$ cat config.mk
export PLATFORM = sky130hd
export DESIGN_NAME = crc_top
export DESIGN_NICKNAME = d
export VERILOG_FILES = /design/src/verilog/crc_pkg.sv /design/src/verilog/crc_result_path.sv /design/src/verilog/crc_port_read.sv /design/src/verilog/crc_top.sv
export SDC_FILE = /design/constraint.sdc
export NUM_CORES = 1
export LEC_CHECK = 0
export ABC_AREA = 0
export BUFFER_PORTS_ARGS = -buffer_cell sky130_fd_sc_hd__buf_2
export CAP_MARGIN = 25
export CELL_PAD_IN_SITES_DETAIL_PLACEMENT = 2
export CELL_PAD_IN_SITES_GLOBAL_PLACEMENT = 2
export CORE_MARGIN = 2
export CORE_UTILIZATION = 27
export CTS_CLUSTER_DIAMETER = 200
export DETAILED_ROUTE_END_ITERATION = 8
export GPL_ROUTABILITY_DRIVEN = 0
export GPL_TIMING_DRIVEN = 0
export PLACE_DENSITY_LB_ADDON = 0.1
export SYNTH_ARGS = -nofsm -noshare
export SYNTH_HDL_FRONTEND = slang
export SYNTH_SLANG_ARGS = --single-unit
$ cat constraint.sdc
create_clock -name mclk -period 1.46 [get_ports mclk]
set_input_delay 0 -clock mclk [delete_from_list [all_inputs] [get_ports mclk]]
set_output_delay 0 -clock mclk [all_outputs]
set_load 0.01 [all_outputs]
$ cat src/verilog/crc_pkg.sv
// Constants, register map and carrier types for the comparator and reference control block.
// Assumes a single 10 MHz clock that also serves as the instruction cycle clock.
//
// How it works
// - Waking from sleep leaves the reference control register contents untouched.
// - Any reset disables the reference, disconnects its pin and clears the level code.
// - Level code is five writable bits in the second reference register.
// - Bit 7 of the first reference register enables the ladder, reset zero.
// - Bit 5 of the first reference register connects the ladder to its pin.
// - Bits 3:2 pick ladder top: supply, external pin, fixed reference, reserved.
// - Unimplemented reference register bits ignore writes and read zero.
// - Comparator enable bit runs the comparator; clear means minimum current.
// - Comparator disabled disconnects every comparator input.
// - Two-bit positive select routes one of four sources to non-inverting input.
// - Three-bit negative select routes one source to the inverting input.
// - Result readable in comparator control and mirrored in shared result register.
// - Pin driven only with pin drive set, direction output and comparator enabled.
// - Registered result feeds converter; pin result feeds timer; unregistered polarity-applied result feeds waveform generator.
// - Pin drive overrides port latch regardless of comparator enable.
// - Internal result registered every instruction cycle; pin output passes unlatched with sync off.
// - Polarity zero passes the decision; polarity one inverts it.
// - Speed select one is normal speed, zero low power; resets to zero.
// - Hysteresis bit switches input hysteresis on and off.
// - Port read returns zero for pins configured as analog.
// - Raw decision is high when non-inverting input is above inverting input.
// - With sync on, timer and pin result latch on timer clock falling edge.
// - Event flag sets on enabled rising or falling edges of the result.
// - Positive codes: 00 pin, 01 ladder, 10 fixed reference, 11 ground.
// - Negative codes: 000 pin0, 001 pin1, 110 fixed reference, 111 ground, others reserved.
package crc_pkg;
    localparam int ADDR_W = 5;
    localparam logic [4:0] OFF_REF_MAIN = 5'h00;
    localparam logic [4:0] OFF_REF_LEVEL = 5'h04;
    localparam logic [4:0] OFF_CMP_MAIN = 5'h08;
    localparam logic [4:0] OFF_CMP_INPUT = 5'h0C;
    localparam logic [4:0] OFF_SHARED_RESULT = 5'h10;
    localparam logic [4:0] OFF_EVENT_FLAG = 5'h14;
    localparam logic [4:0] OFF_ANALOG_SELECT = 5'h18;
    localparam logic [4:0] OFF_PORT_READ = 5'h1C;

    localparam int REF_EN_BIT = 7;
    localparam int REF_PIN_BIT = 5;
    localparam int REF_SRC_LO = 2;
    localparam logic [7:0] REF_MAIN_MASK = 8'hAC;
    localparam logic [7:0] REF_LEVEL_MASK = 8'h1F;

    localparam logic [7:0] CMP_MAIN_MASK = 8'hB7;
    localparam int CMP_EN_BIT = 7;
    localparam int CMP_RES_BIT = 6;
    localparam int CMP_PIN_BIT = 5;
    localparam int CMP_POL_BIT = 4;
    localparam int CMP_SP_BIT = 2;
    localparam int CMP_HYS_BIT = 1;
    localparam int CMP_SYNC_BIT = 0;
    localparam int CIN_RISE_BIT = 7;
    localparam int CIN_FALL_BIT = 6;
    localparam int CIN_POS_LO = 4;
    localparam logic [7:0] CMP_INPUT_MASK = 8'hF7;

    localparam logic [7:0] RESET_BYTE = 8'h00;
    localparam int PORT_W = 6;

    localparam logic [1:0] POS_PIN = 2'h0;
    localparam logic [1:0] POS_LADDER = 2'h1;
    localparam logic [1:0] POS_FIXED = 2'h2;
    localparam logic [1:0] POS_GROUND = 2'h3;
    localparam logic [2:0] NEG_PIN0 = 3'h0;
    localparam logic [2:0] NEG_PIN1 = 3'h1;
    localparam logic [2:0] NEG_FIXED = 3'h6;
    localparam logic [2:0] NEG_GROUND = 3'h7;

    typedef enum logic [1:0] {
        CRC_SRC_SUPPLY = 2'b00,
        CRC_SRC_EXT_PIN = 2'b01,
        CRC_SRC_FIXED = 2'b10,
        CRC_SRC_RESERVED = 2'b11
    } crc_src_t;

    typedef enum logic [0:0] {
        CRC_BUS_IDLE = 1'b0,
        CRC_BUS_ANSWER = 1'b1
    } crc_bus_t;

    typedef struct packed {
        logic enable;
        logic pin_connect;
        crc_src_t top_source;
        logic [4:0] level_code;
    } crc_ladder_t;

    typedef struct packed {
        logic enable;
        logic pos_connect;
        logic [1:0] pos_select;
        logic neg_connect;
        logic [2:0] neg_select;
        logic speed_normal;
        logic hysteresis;
    } crc_analog_t;

    typedef struct packed {
        logic [7:0] ref_main;
        logic [7:0] ref_level;
        logic [7:0] cmp_main;
        logic [7:0] cmp_input;
        logic event_flag;
        logic [PORT_W-1:0] analog_select;
        crc_bus_t bus_state;
        logic [31:0] readdata;
    } crc_state_t;
endpackage

$ cat src/verilog/crc_result_path.sv
// Polarity, instruction-cycle register and timer-synchronised latch of the comparator result.
// Assumes timer_clk_src is a synchronous level sampled on mclk.
`timescale 1ns/10ps
`default_nettype none
module crc_result_path (
    input wire logic mclk,
    input wire logic nrst,
    input wire logic decision,
    input wire logic enable,
    input wire logic invert,
    input wire logic sync_enable,
    input wire logic timer_clk_src,
    output logic result_async,
    output logic result_sync,
    output logic result_ext
);
    typedef struct packed {
        logic result;
        logic timer_prev;
        logic timer_latch;
    } crc_rp_state_t;

    crc_rp_state_t state;
    crc_rp_state_t next_state;
    logic polar;

    // Disabled comparator holds its core at low, so polarity alone sets the output
    assign polar = (enable & decision) ^ invert;
    assign result_async = polar;
    assign result_sync = state.result;
    assign result_ext = sync_enable ? state.timer_latch : polar;

    always_comb begin
        next_state = state;
        next_state.result = polar;
        next_state.timer_prev = timer_clk_src;
        if (state.timer_prev && !timer_clk_src) begin
            next_state.timer_latch = polar;
        end
    end

    always_ff @(posedge mclk) begin
        if (!nrst) begin
            state <= '0;
        end else begin
            state <= next_state;
        end
    end
endmodule
`default_nettype wire

$ cat src/verilog/crc_port_read.sv
// Port read path that forces analog-configured pins to read zero.
// Assumes pin levels arrive synchronous to mclk.
`timescale 1ns/10ps
`default_nettype none
module crc_port_read #(
    parameter int WIDTH = crc_pkg::PORT_W
) (
    input wire logic mclk,
    input wire logic nrst,
    input wire logic [WIDTH-1:0] pin_level,
    input wire logic [WIDTH-1:0] analog_select,
    output logic [WIDTH-1:0] port_value
);
    typedef struct packed {
        logic [WIDTH-1:0] value;
    } crc_pr_state_t;

    crc_pr_state_t state;
    crc_pr_state_t next_state;

    assign port_value = state.value;

    always_comb begin
        next_state.value = pin_level & ~analog_select;
    end

    always_ff @(posedge mclk) begin
        if (!nrst) begin
            state <= '0;
        end else begin
            state <= next_state;
        end
    end
endmodule
`default_nettype wire

$ cat src/verilog/crc_top.sv
// Comparator and reference ladder control with an Avalon-MM register slave.
// Assumes mclk is the instruction clock; analog decision and pins are synchronous inputs.
`timescale 1ns/10ps
`default_nettype none
module crc_top #(
    parameter int PORT_W = crc_pkg::PORT_W
) (
    input wire logic mclk,
    input wire logic nrst,
    input wire logic [4:0] avs_address,
    input wire logic avs_read,
    input wire logic avs_write,
    input wire logic [31:0] avs_writedata,
    input wire logic [3:0] avs_byteenable,
    output logic [31:0] avs_readdata,
    output logic avs_waitrequest,
    input wire logic cmp_decision,
    input wire logic timer_clk_src,
    input wire logic pin_direction_bit,
    input wire logic [PORT_W-1:0] pin_level,
    output logic comparator_pin_out,
    output logic comparator_pin_oe,
    output logic comparator_pin_override,
    output logic result_to_converter,
    output logic result_to_first_timer,
    output logic result_to_waveform_gen,
    output logic comparator_event_flag,
    output crc_pkg::crc_ladder_t ladder,
    output crc_pkg::crc_analog_t analog
);
    crc_pkg::crc_state_t state;
    crc_pkg::crc_state_t next_state;
    logic res_async;
    logic res_sync;
    logic res_ext;
    logic res_prev;
    logic [PORT_W-1:0] port_value;
    logic cmp_en;
    logic req;
    logic ack;
    logic wr_lane;
    logic [7:0] wbyte;

    // Merge a write into an 8-bit register, keeping unimplemented bits at zero
    function automatic logic [7:0] merge_byte(input logic [7:0] data, input logic [7:0] mask);
        merge_byte = data & mask;
    endfunction

    function automatic logic [31:0] widen(input logic [7:0] data);
        widen = {24'h000000, data};
    endfunction

    assign cmp_en = state.cmp_main[crc_pkg::CMP_EN_BIT];
    assign req = avs_read | avs_write;
    assign ack = (state.bus_state == crc_pkg::CRC_BUS_ANSWER);
    assign avs_waitrequest = req & ~ack;
    assign avs_readdata = state.readdata;
    assign wr_lane = avs_write & ~ack & avs_byteenable[0];
    assign wbyte = avs_writedata[7:0];

    crc_result_path u_result (
        .mclk(mclk),
        .nrst(nrst),
        .decision(cmp_decision),
        .enable(cmp_en),
        .invert(state.cmp_main[crc_pkg::CMP_POL_BIT]),
        .sync_enable(state.cmp_main[crc_pkg::CMP_SYNC_BIT]),
        .timer_clk_src(timer_clk_src),
        .result_async(res_async),
        .result_sync(res_sync),
        .result_ext(res_ext)
    );

    crc_port_read #(
        .WIDTH(PORT_W)
    ) u_port (
        .mclk(mclk),
        .nrst(nrst),
        .pin_level(pin_level),
        .analog_select(state.analog_select),
        .port_value(port_value)
    );

    // Previous registered result for edge detection
    logic prev_q;
    always_ff @(posedge mclk) begin
        if (!nrst) begin
            prev_q <= 1'b0;
        end else begin
            prev_q <= res_sync;
        end
    end
    assign res_prev = prev_q;

    // Reference ladder outputs
    always_comb begin
        ladder.enable = state.ref_main[crc_pkg::REF_EN_BIT];
        ladder.pin_connect = state.ref_main[crc_pkg::REF_PIN_BIT];
        ladder.top_source = crc_pkg::crc_src_t'(state.ref_main[crc_pkg::REF_SRC_LO +: 2]);
        ladder.level_code = state.ref_level[4:0];
    end

    // Comparator analog controls
    always_comb begin
        analog.enable = cmp_en;
        analog.pos_select = state.cmp_input[crc_pkg::CIN_POS_LO +: 2];
        analog.neg_select = state.cmp_input[2:0];
        analog.pos_connect = cmp_en;
        analog.neg_connect = cmp_en &&
            (state.cmp_input[2:0] == crc_pkg::NEG_PIN0 ||
             state.cmp_input[2:0] == crc_pkg::NEG_PIN1 ||
             state.cmp_input[2:0] == crc_pkg::NEG_FIXED ||
             state.cmp_input[2:0] == crc_pkg::NEG_GROUND);
        analog.speed_normal = state.cmp_main[crc_pkg::CMP_SP_BIT];
        analog.hysteresis = state.cmp_main[crc_pkg::CMP_HYS_BIT];
    end

    // Pin drive and peripheral routing
    assign comparator_pin_override = state.cmp_main[crc_pkg::CMP_PIN_BIT];
    assign comparator_pin_oe = state.cmp_main[crc_pkg::CMP_PIN_BIT] & ~pin_direction_bit & cmp_en;
    assign comparator_pin_out = res_ext;
    assign result_to_converter = res_sync;
    assign result_to_first_timer = res_ext;
    assign result_to_waveform_gen = res_async;
    assign comparator_event_flag = state.event_flag;

    always_comb begin
        logic rise;
        logic fall;
        logic set_ev;
        rise = 1'b0;
        fall = 1'b0;
        set_ev = 1'b0;
        next_state = state;

        rise = res_sync & ~res_prev;
        fall = ~res_sync & res_prev;
        set_ev = (rise & state.cmp_input[crc_pkg::CIN_RISE_BIT]) |
                 (fall & state.cmp_input[crc_pkg::CIN_FALL_BIT]);

        // Bus answers one cycle after the request is seen
        if (req && !ack) begin
            next_state.bus_state = crc_pkg::CRC_BUS_ANSWER;
        end else begin
            next_state.bus_state = crc_pkg::CRC_BUS_IDLE;
        end

        if (wr_lane) begin
            case (avs_address)
                crc_pkg::OFF_REF_MAIN: begin
                    next_state.ref_main = merge_byte(wbyte, crc_pkg::REF_MAIN_MASK);
                end
                crc_pkg::OFF_REF_LEVEL: begin
                    next_state.ref_level = merge_byte(wbyte, crc_pkg::REF_LEVEL_MASK);
                end
                crc_pkg::OFF_CMP_MAIN: begin
                    next_state.cmp_main = merge_byte(wbyte, crc_pkg::CMP_MAIN_MASK);
                end
                crc_pkg::OFF_CMP_INPUT: begin
                    next_state.cmp_input = merge_byte(wbyte, crc_pkg::CMP_INPUT_MASK);
                end
                crc_pkg::OFF_EVENT_FLAG: begin
                    if (wbyte[0]) begin
                        next_state.event_flag = 1'b0;
                    end
                end
                crc_pkg::OFF_ANALOG_SELECT: begin
                    next_state.analog_select = wbyte[PORT_W-1:0];
                end
                default: begin
                end
            endcase
        end

        // Set wins over a clear in the same cycle
        if (set_ev) begin
            next_state.event_flag = 1'b1;
        end

        if (avs_read && !ack) begin
            case (avs_address)
                crc_pkg::OFF_REF_MAIN: begin
                    next_state.readdata = widen(state.ref_main & crc_pkg::REF_MAIN_MASK);
                end
                crc_pkg::OFF_REF_LEVEL: begin
                    next_state.readdata = widen(state.ref_level & crc_pkg::REF_LEVEL_MASK);
                end
                crc_pkg::OFF_CMP_MAIN: begin
                    next_state.readdata = widen({state.cmp_main[7], res_sync, state.cmp_main[5:0]});
                end
                crc_pkg::OFF_CMP_INPUT: begin
                    next_state.readdata = widen(state.cmp_input);
                end
                crc_pkg::OFF_SHARED_RESULT: begin
                    next_state.readdata = widen({7'h00, res_sync});
                end
                crc_pkg::OFF_EVENT_FLAG: begin
                    next_state.readdata = widen({7'h00, state.event_flag});
                end
                crc_pkg::OFF_ANALOG_SELECT: begin
                    next_state.readdata = {{(32 - PORT_W){1'b0}}, state.analog_select};
                end
                crc_pkg::OFF_PORT_READ: begin
                    next_state.readdata = {{(32 - PORT_W){1'b0}}, port_value};
                end
                default: begin
                    next_state.readdata = 32'h00000000;
                end
            endcase
        end
    end

    // Only nrst clears the registers; there is no sleep input, so wake keeps contents
    always_ff @(posedge mclk) begin
        if (!nrst) begin
            state.ref_main <= crc_pkg::RESET_BYTE;
            state.ref_level <= crc_pkg::RESET_BYTE;
            state.cmp_main <= crc_pkg::RESET_BYTE;
            state.cmp_input <= crc_pkg::RESET_BYTE;
            state.event_flag <= 1'b0;
            state.analog_select <= '0;
            state.bus_state <= crc_pkg::CRC_BUS_IDLE;
            state.readdata <= 32'h00000000;
        end else begin
            state <= next_state;
        end
    end
endmodule
`default_nettype wire

# Yosys cells after proc, flatten, opt, wreduce, memory -nomap -nowiden
# Cells that the tools add are included.
[op_classes]
n_eq_ne = 10
muxes = 8
n_bitwise = 19
reduce_logical = 20
[op_table]
columns = ["cell", "n"]
rows = [
  ["8-bit one-hot mux with 8 select lines", 1],
  ["5-bit equality test, second input constant", 4],
  ["1-bit bitwise AND", 10],
  ["5-bit by 4-bit equality test with 1-bit output, second input constant", 2],
  ["2-bit AND reduction", 5],
  ["7-bit 2-to-1 mux", 1],
  ["6-bit bitwise AND", 1],
  ["3-bit equality test, second input constant", 2],
  ["6-bit 2-to-1 mux", 1],
  ["6-bit inverter", 1],
  ["2-bit nonzero test", 3],
  ["5-bit by 3-bit equality test with 1-bit output, second input constant", 1],
  ["5-bit zero test", 1],
  ["1-bit 2-to-1 mux", 5],
  ["1-bit logical AND", 4],
  ["1-bit inverter", 4],
  ["3-bit by 1-bit equality test with 1-bit output, second input constant", 1],
  ["3-bit zero test", 1],
  ["1-bit logical OR", 3],
  ["3-bit AND reduction", 1],
  ["1-bit zero test", 2],
  ["1-bit OR", 2],
  ["1-bit XOR", 1],
]
[word_totals]
ff_bits = 72
output_inout_bits = 59

# Longest topological paths before layout
[depth]
ltp_word = 6
ltp_mapped = 6
depth_no_buf = 4

# Hierarchy
# A second synthesis with hierarchy kept.
[hier_totals]
hier_cells = 291
hier_area_um2 = 2603.7
[modules_own_cells]
columns = ["module", "instances", "cells_each", "area_each_um2", "seq_area_each_um2"]
rows = [
  ["crc_top", 1, 268, 2302.2, 780.7],
  ["crc_port_read", 1, 12, 172.7, 120.1],
  ["crc_result_path", 1, 11, 128.9, 60.1],
]

# Worst setup path after synthesis
# OpenSTA, ideal clock, no wires.
[synth_path]
kind = "register -> register"
from = "register state, in the netlist ack"
to = "register state, in the netlist analog[2]"
arrival_ps = 1175
path_slack_ps = 169
path_stages_with_launch = 7
path_buffers = 2
cell_sequence = "dfxtp_1 and3b_1 buf_2 and4_1 buf_4 mux2i_1 nor2b_1"
[synth_via]
elab_chain_len = 4
[synth_rtl]
columns = ["element", "line", "source"]
rows = [
  ["start: declaration", "crc_top.sv:31", "crc_pkg::crc_state_t state;"],
  ["start signal: assignment", "crc_top.sv:225", "state <= next_state;"],
  ["1-bit inverter", "crc_top.sv:58", "assign wr_lane = avs_write & ~ack & avs_byteenable[0];"],
  ["1-bit bitwise AND (2 in a row)", "crc_top.sv:58", ""],
  ["2-bit AND reduction (no line)", "n/a", ""],
]
# No other way between the ends.
# A chain may end at the register's enable or synchronous reset.

# Worst setup path in the final report
[layout_path]
from = "register state, in the netlist ack"
to = "register state, in the netlist analog[4]"
# Same word-level chain as after synthesis.

==> results.ini <==
[clock_network]
clk_pin_slew_ns=0.09
cts_max_level=2
root_buffer=clkbuf_8
clk_path_buf_depth=2
clkLatencyLatePin_ns=0.30
cts.sink_count=48
cts_buffers=5
cts_tree=done

[power_and_ir_drop]
cellPowerDensity_mw_per_mm2=731.5
p_leak_nw=1.644
power_mw=2.481
peakVddDrop_uv=307.2

[worst_setup_path]
arrival_ns=1.66
critical_path.max_stage_delay_ns=0.33
worstSetupPathType=flop to flop
cp-end-kind=flop
worstPathRequired_ns=1.65
critPathTopFamily=simple AND/OR/NAND/NOR gates
crit_buf_inv=2
timing.rr.start=ack
crit_fanout=7
endpoint=analog[4]
cp.depth=6
rrSetupSlack_ns=-0.006
critical-path-slowest-cell=dfxtp_2
start_kind=flop
worstSetupStartpoint=ack
r2r_end=analog[4]
cp_common_cell=buf_6
worstRegToRegCells=6
cp_cell_sequence=and3b_2, buf_6, and4_1, buf_6, mux2i_2, nor2b_1

[synth]
synthTopCellsByCount=buf_4, dfxtp_1, mux2i_1
netlist_instances=275
avgSynthCellArea_um2=9.386
yosys.area.top_type=dfxtp_1
synth-seq-cells=48
ys_seq_area_frac=0.3723
synth_ff_type=dfxtp_1
async_reset_ff_frac=0
synthTopCellsByArea=dfxtp_1, buf_4, mux2i_1, nor2b_1, mux2_2
synth.distinct_cells=38
netlist.area_leader.share=0.3723
synth_area_mm2=0.002581
synth_most_common_cell=buf_4
ys_warn_count=0
synth_enable_flop_cells=0

[timing]
holdWs_ns=0.0007168
setup_ws_ns=-0.005707
finalHoldViolations=0
setup_viol=2
worst_pin_slew_ns=0.6110
post-route-min-period_ns=1.466
post-route-period-util=1.004
rsz0062_at_grt=true
max_clock_freq_ghz=0.6823
drv_slew=0
fin_worst_skew_ns=0.006481
slew_headroom=0.5927

[drt]
ant_nets=0
routed_wl_mm=7.559
dr.first_iter.drc_count=36
viasPerCell=4.207
drtPass1Iterations=4
post_drt_wl_per_cell_um=15.03
drt_drc_violations_left=0
via_count=2116

[place]
hpwl_mm=5.777
dpl.cell_count=484
place_ws_ns=-0.05882
place.port_buffers=57

[floorplanning]
core_area_mm2=0.009240
io_pins=113
rows=35
die_h_um=101.8
die_w_um=101.8
start_util=0.2794
floorplan.die_area_mm2=0.01036

[finish]
drive_gt1_frac=0.3904
diodes=0
utilization=0.3671
n_fill_cell=1040
nets=427
seq_area_um2=967.2
multiInputGateArea_mm2=0.001284
instances_no_fill=503
syn2layout_area_growth_pct=31.41

[global_routing]
first_global_vias=2151
grt_max_degree=14
gr-usage-all-layers=0.1500
grt_first_pass_wirelength_mm=11.80
grt-ovfl-total=0
antenna_found_initial=0

[run]
maxCapViolCount=0

[status]
violations=setup timing
status=finished with violations

[hold_path]
hold_path.class=primary input to flop

==> layout make-up <==
class                           count  share of cell area
Multi-Input combinational cell    181              0.3785
Sequential cell                    48              0.2851
Buffer                             65              0.1398
Timing Repair Buffer               69              0.1191
Tap cell                          129             0.04758
Clock buffer                        8             0.02656
Inverter                            3            0.003320
==> tightest hold or removal path: cells and delay by family <==
family	cells	cell delay [ns]
buffers and inverters	1	0.11
and+or+nand+nor	1	0.09
muxes	1	0.07
==> power breakdown <==
group / internal [mW] / total, mW / switching [mW] / leakage, nW
combinational: 0.154 / 0.323 / 0.169 / 1.21
clock: 0.388 / 0.829 / 0.442 / 0.0455
sequential: 1.32 / 1.33 / 0.00648 / 0.390
total: 1.86 / 2.48 / 0.618 / 1.64
==> state kept, by name (all words and copies together), names as in the netlist <==
| name | cells |
|---|---|
| ack | 1 |
| state | 10 |
| comparator_pin_override | 1 |
| u_port.port_value | 6 |
| analog | 8 |
| avs_readdata | 8 |
| u_result.state | 2 |
| prev_q | 1 |
| ladder | 9 |
| u_result.result_sync | 1 |
| comparator_event_flag | 1 |
==> layout by cell type (no fill, tap or decap), types with 2 or more instances in the layout <==
cell type,synthesis,routed
a31oi_1,2,2
mux2i_2,0,2
clkbuf_8,0,6
and4_1,2,2
nor2_1,14,14
mux4_2,2,2
a221oi_1,2,2
dfxtp_2,0,2
buf_2,4,60
o21ai_0,3,3
mux2i_1,35,33
a32o_1,2,2
clkbuf_1,6,7
dlygate4sd3_1,0,9
nor2b_1,34,34
nand3_1,7,6
conb_1,1,24
mux2_2,6,5
dfxtp_1,48,45
buf_6,1,5
nand2_1,17,16
a22oi_1,3,3
a21boi_1,2,2
inv_1,3,3
and2_1,6,6
buf_4,55,55
a21oi_1,2,2
==> cell families (layout without fill, tap and decap cells) <==
logic type | Yosys count | in the layout | synth area share
xor gates and xnor gates | 2 | 2 | 0.006787
and+or+nand+nor | 90 | 90 | 0.1929
muxes | 43 | 43 | 0.1793
AOI/OAI and AO/OA | 22 | 22 | 0.06204
DFF | 48 | 48 | 0.3723
other | 1 | 24 | 0.001453
buffers and inverters | 69 | 145 | 0.1852
==> how the worst min path moves through the flow <==
stage                     cells after the start                    to               from  slack [ns]
after floorplan                               1     comparator_pin_oe  pin_direction_bit        0.05
after global placement                        3  u_port.port_value[0]       pin_level[0]        0.22
after detailed placement                      2     u_result.state[1]      timer_clk_src        0.23
after CTS                                     3             ladder[8]   avs_writedata[7]       0.001
after global routing                          3             state[47]   avs_writedata[7]        0.02
final                                         3             analog[8]   avs_writedata[7]      0.0007
==> metrics by stage <==
step | setup TNS [ns] | instance area [µm²]
detailed placement | -0.3188 | 3114
global placement | -0.07433 | 3114
CTS | -0.03629 | 3337
global route | -1.103 | 3392
finish | -0.01031 | 3392
floorplan | 0 | 2668
==> metal layers <==
metal | GRT usage | share of wire | wire, µm | up-vias
li1 | - | - | - | 1043
met1 | 0.1971 | 0.47 | 3543 | 1009
met2 | 0.2596 | 0.48 | 3610 | 58
met3 | 0.01932 | 0.043 | 323 | 6
met4 | 0.03742 | 0.011 | 81 | 0
met5 | 0 | 0 | 0 | -
==> repair_timing <==
| action | CTS | global route |
|---|---|---|
| cloned | 0 | 0 |
| hold buffers | 9 | 0 |
| gates resized for setup | 9 | 14 |
| setup buffers | 1 | 2 |
| endpoints found under the hold margin | 9 | 0 |
| pin swaps | 0 | 2 |
| setup endpoints to repair | 28 | 27 |
No activity file was read; power rests on OpenSTA's default activity.
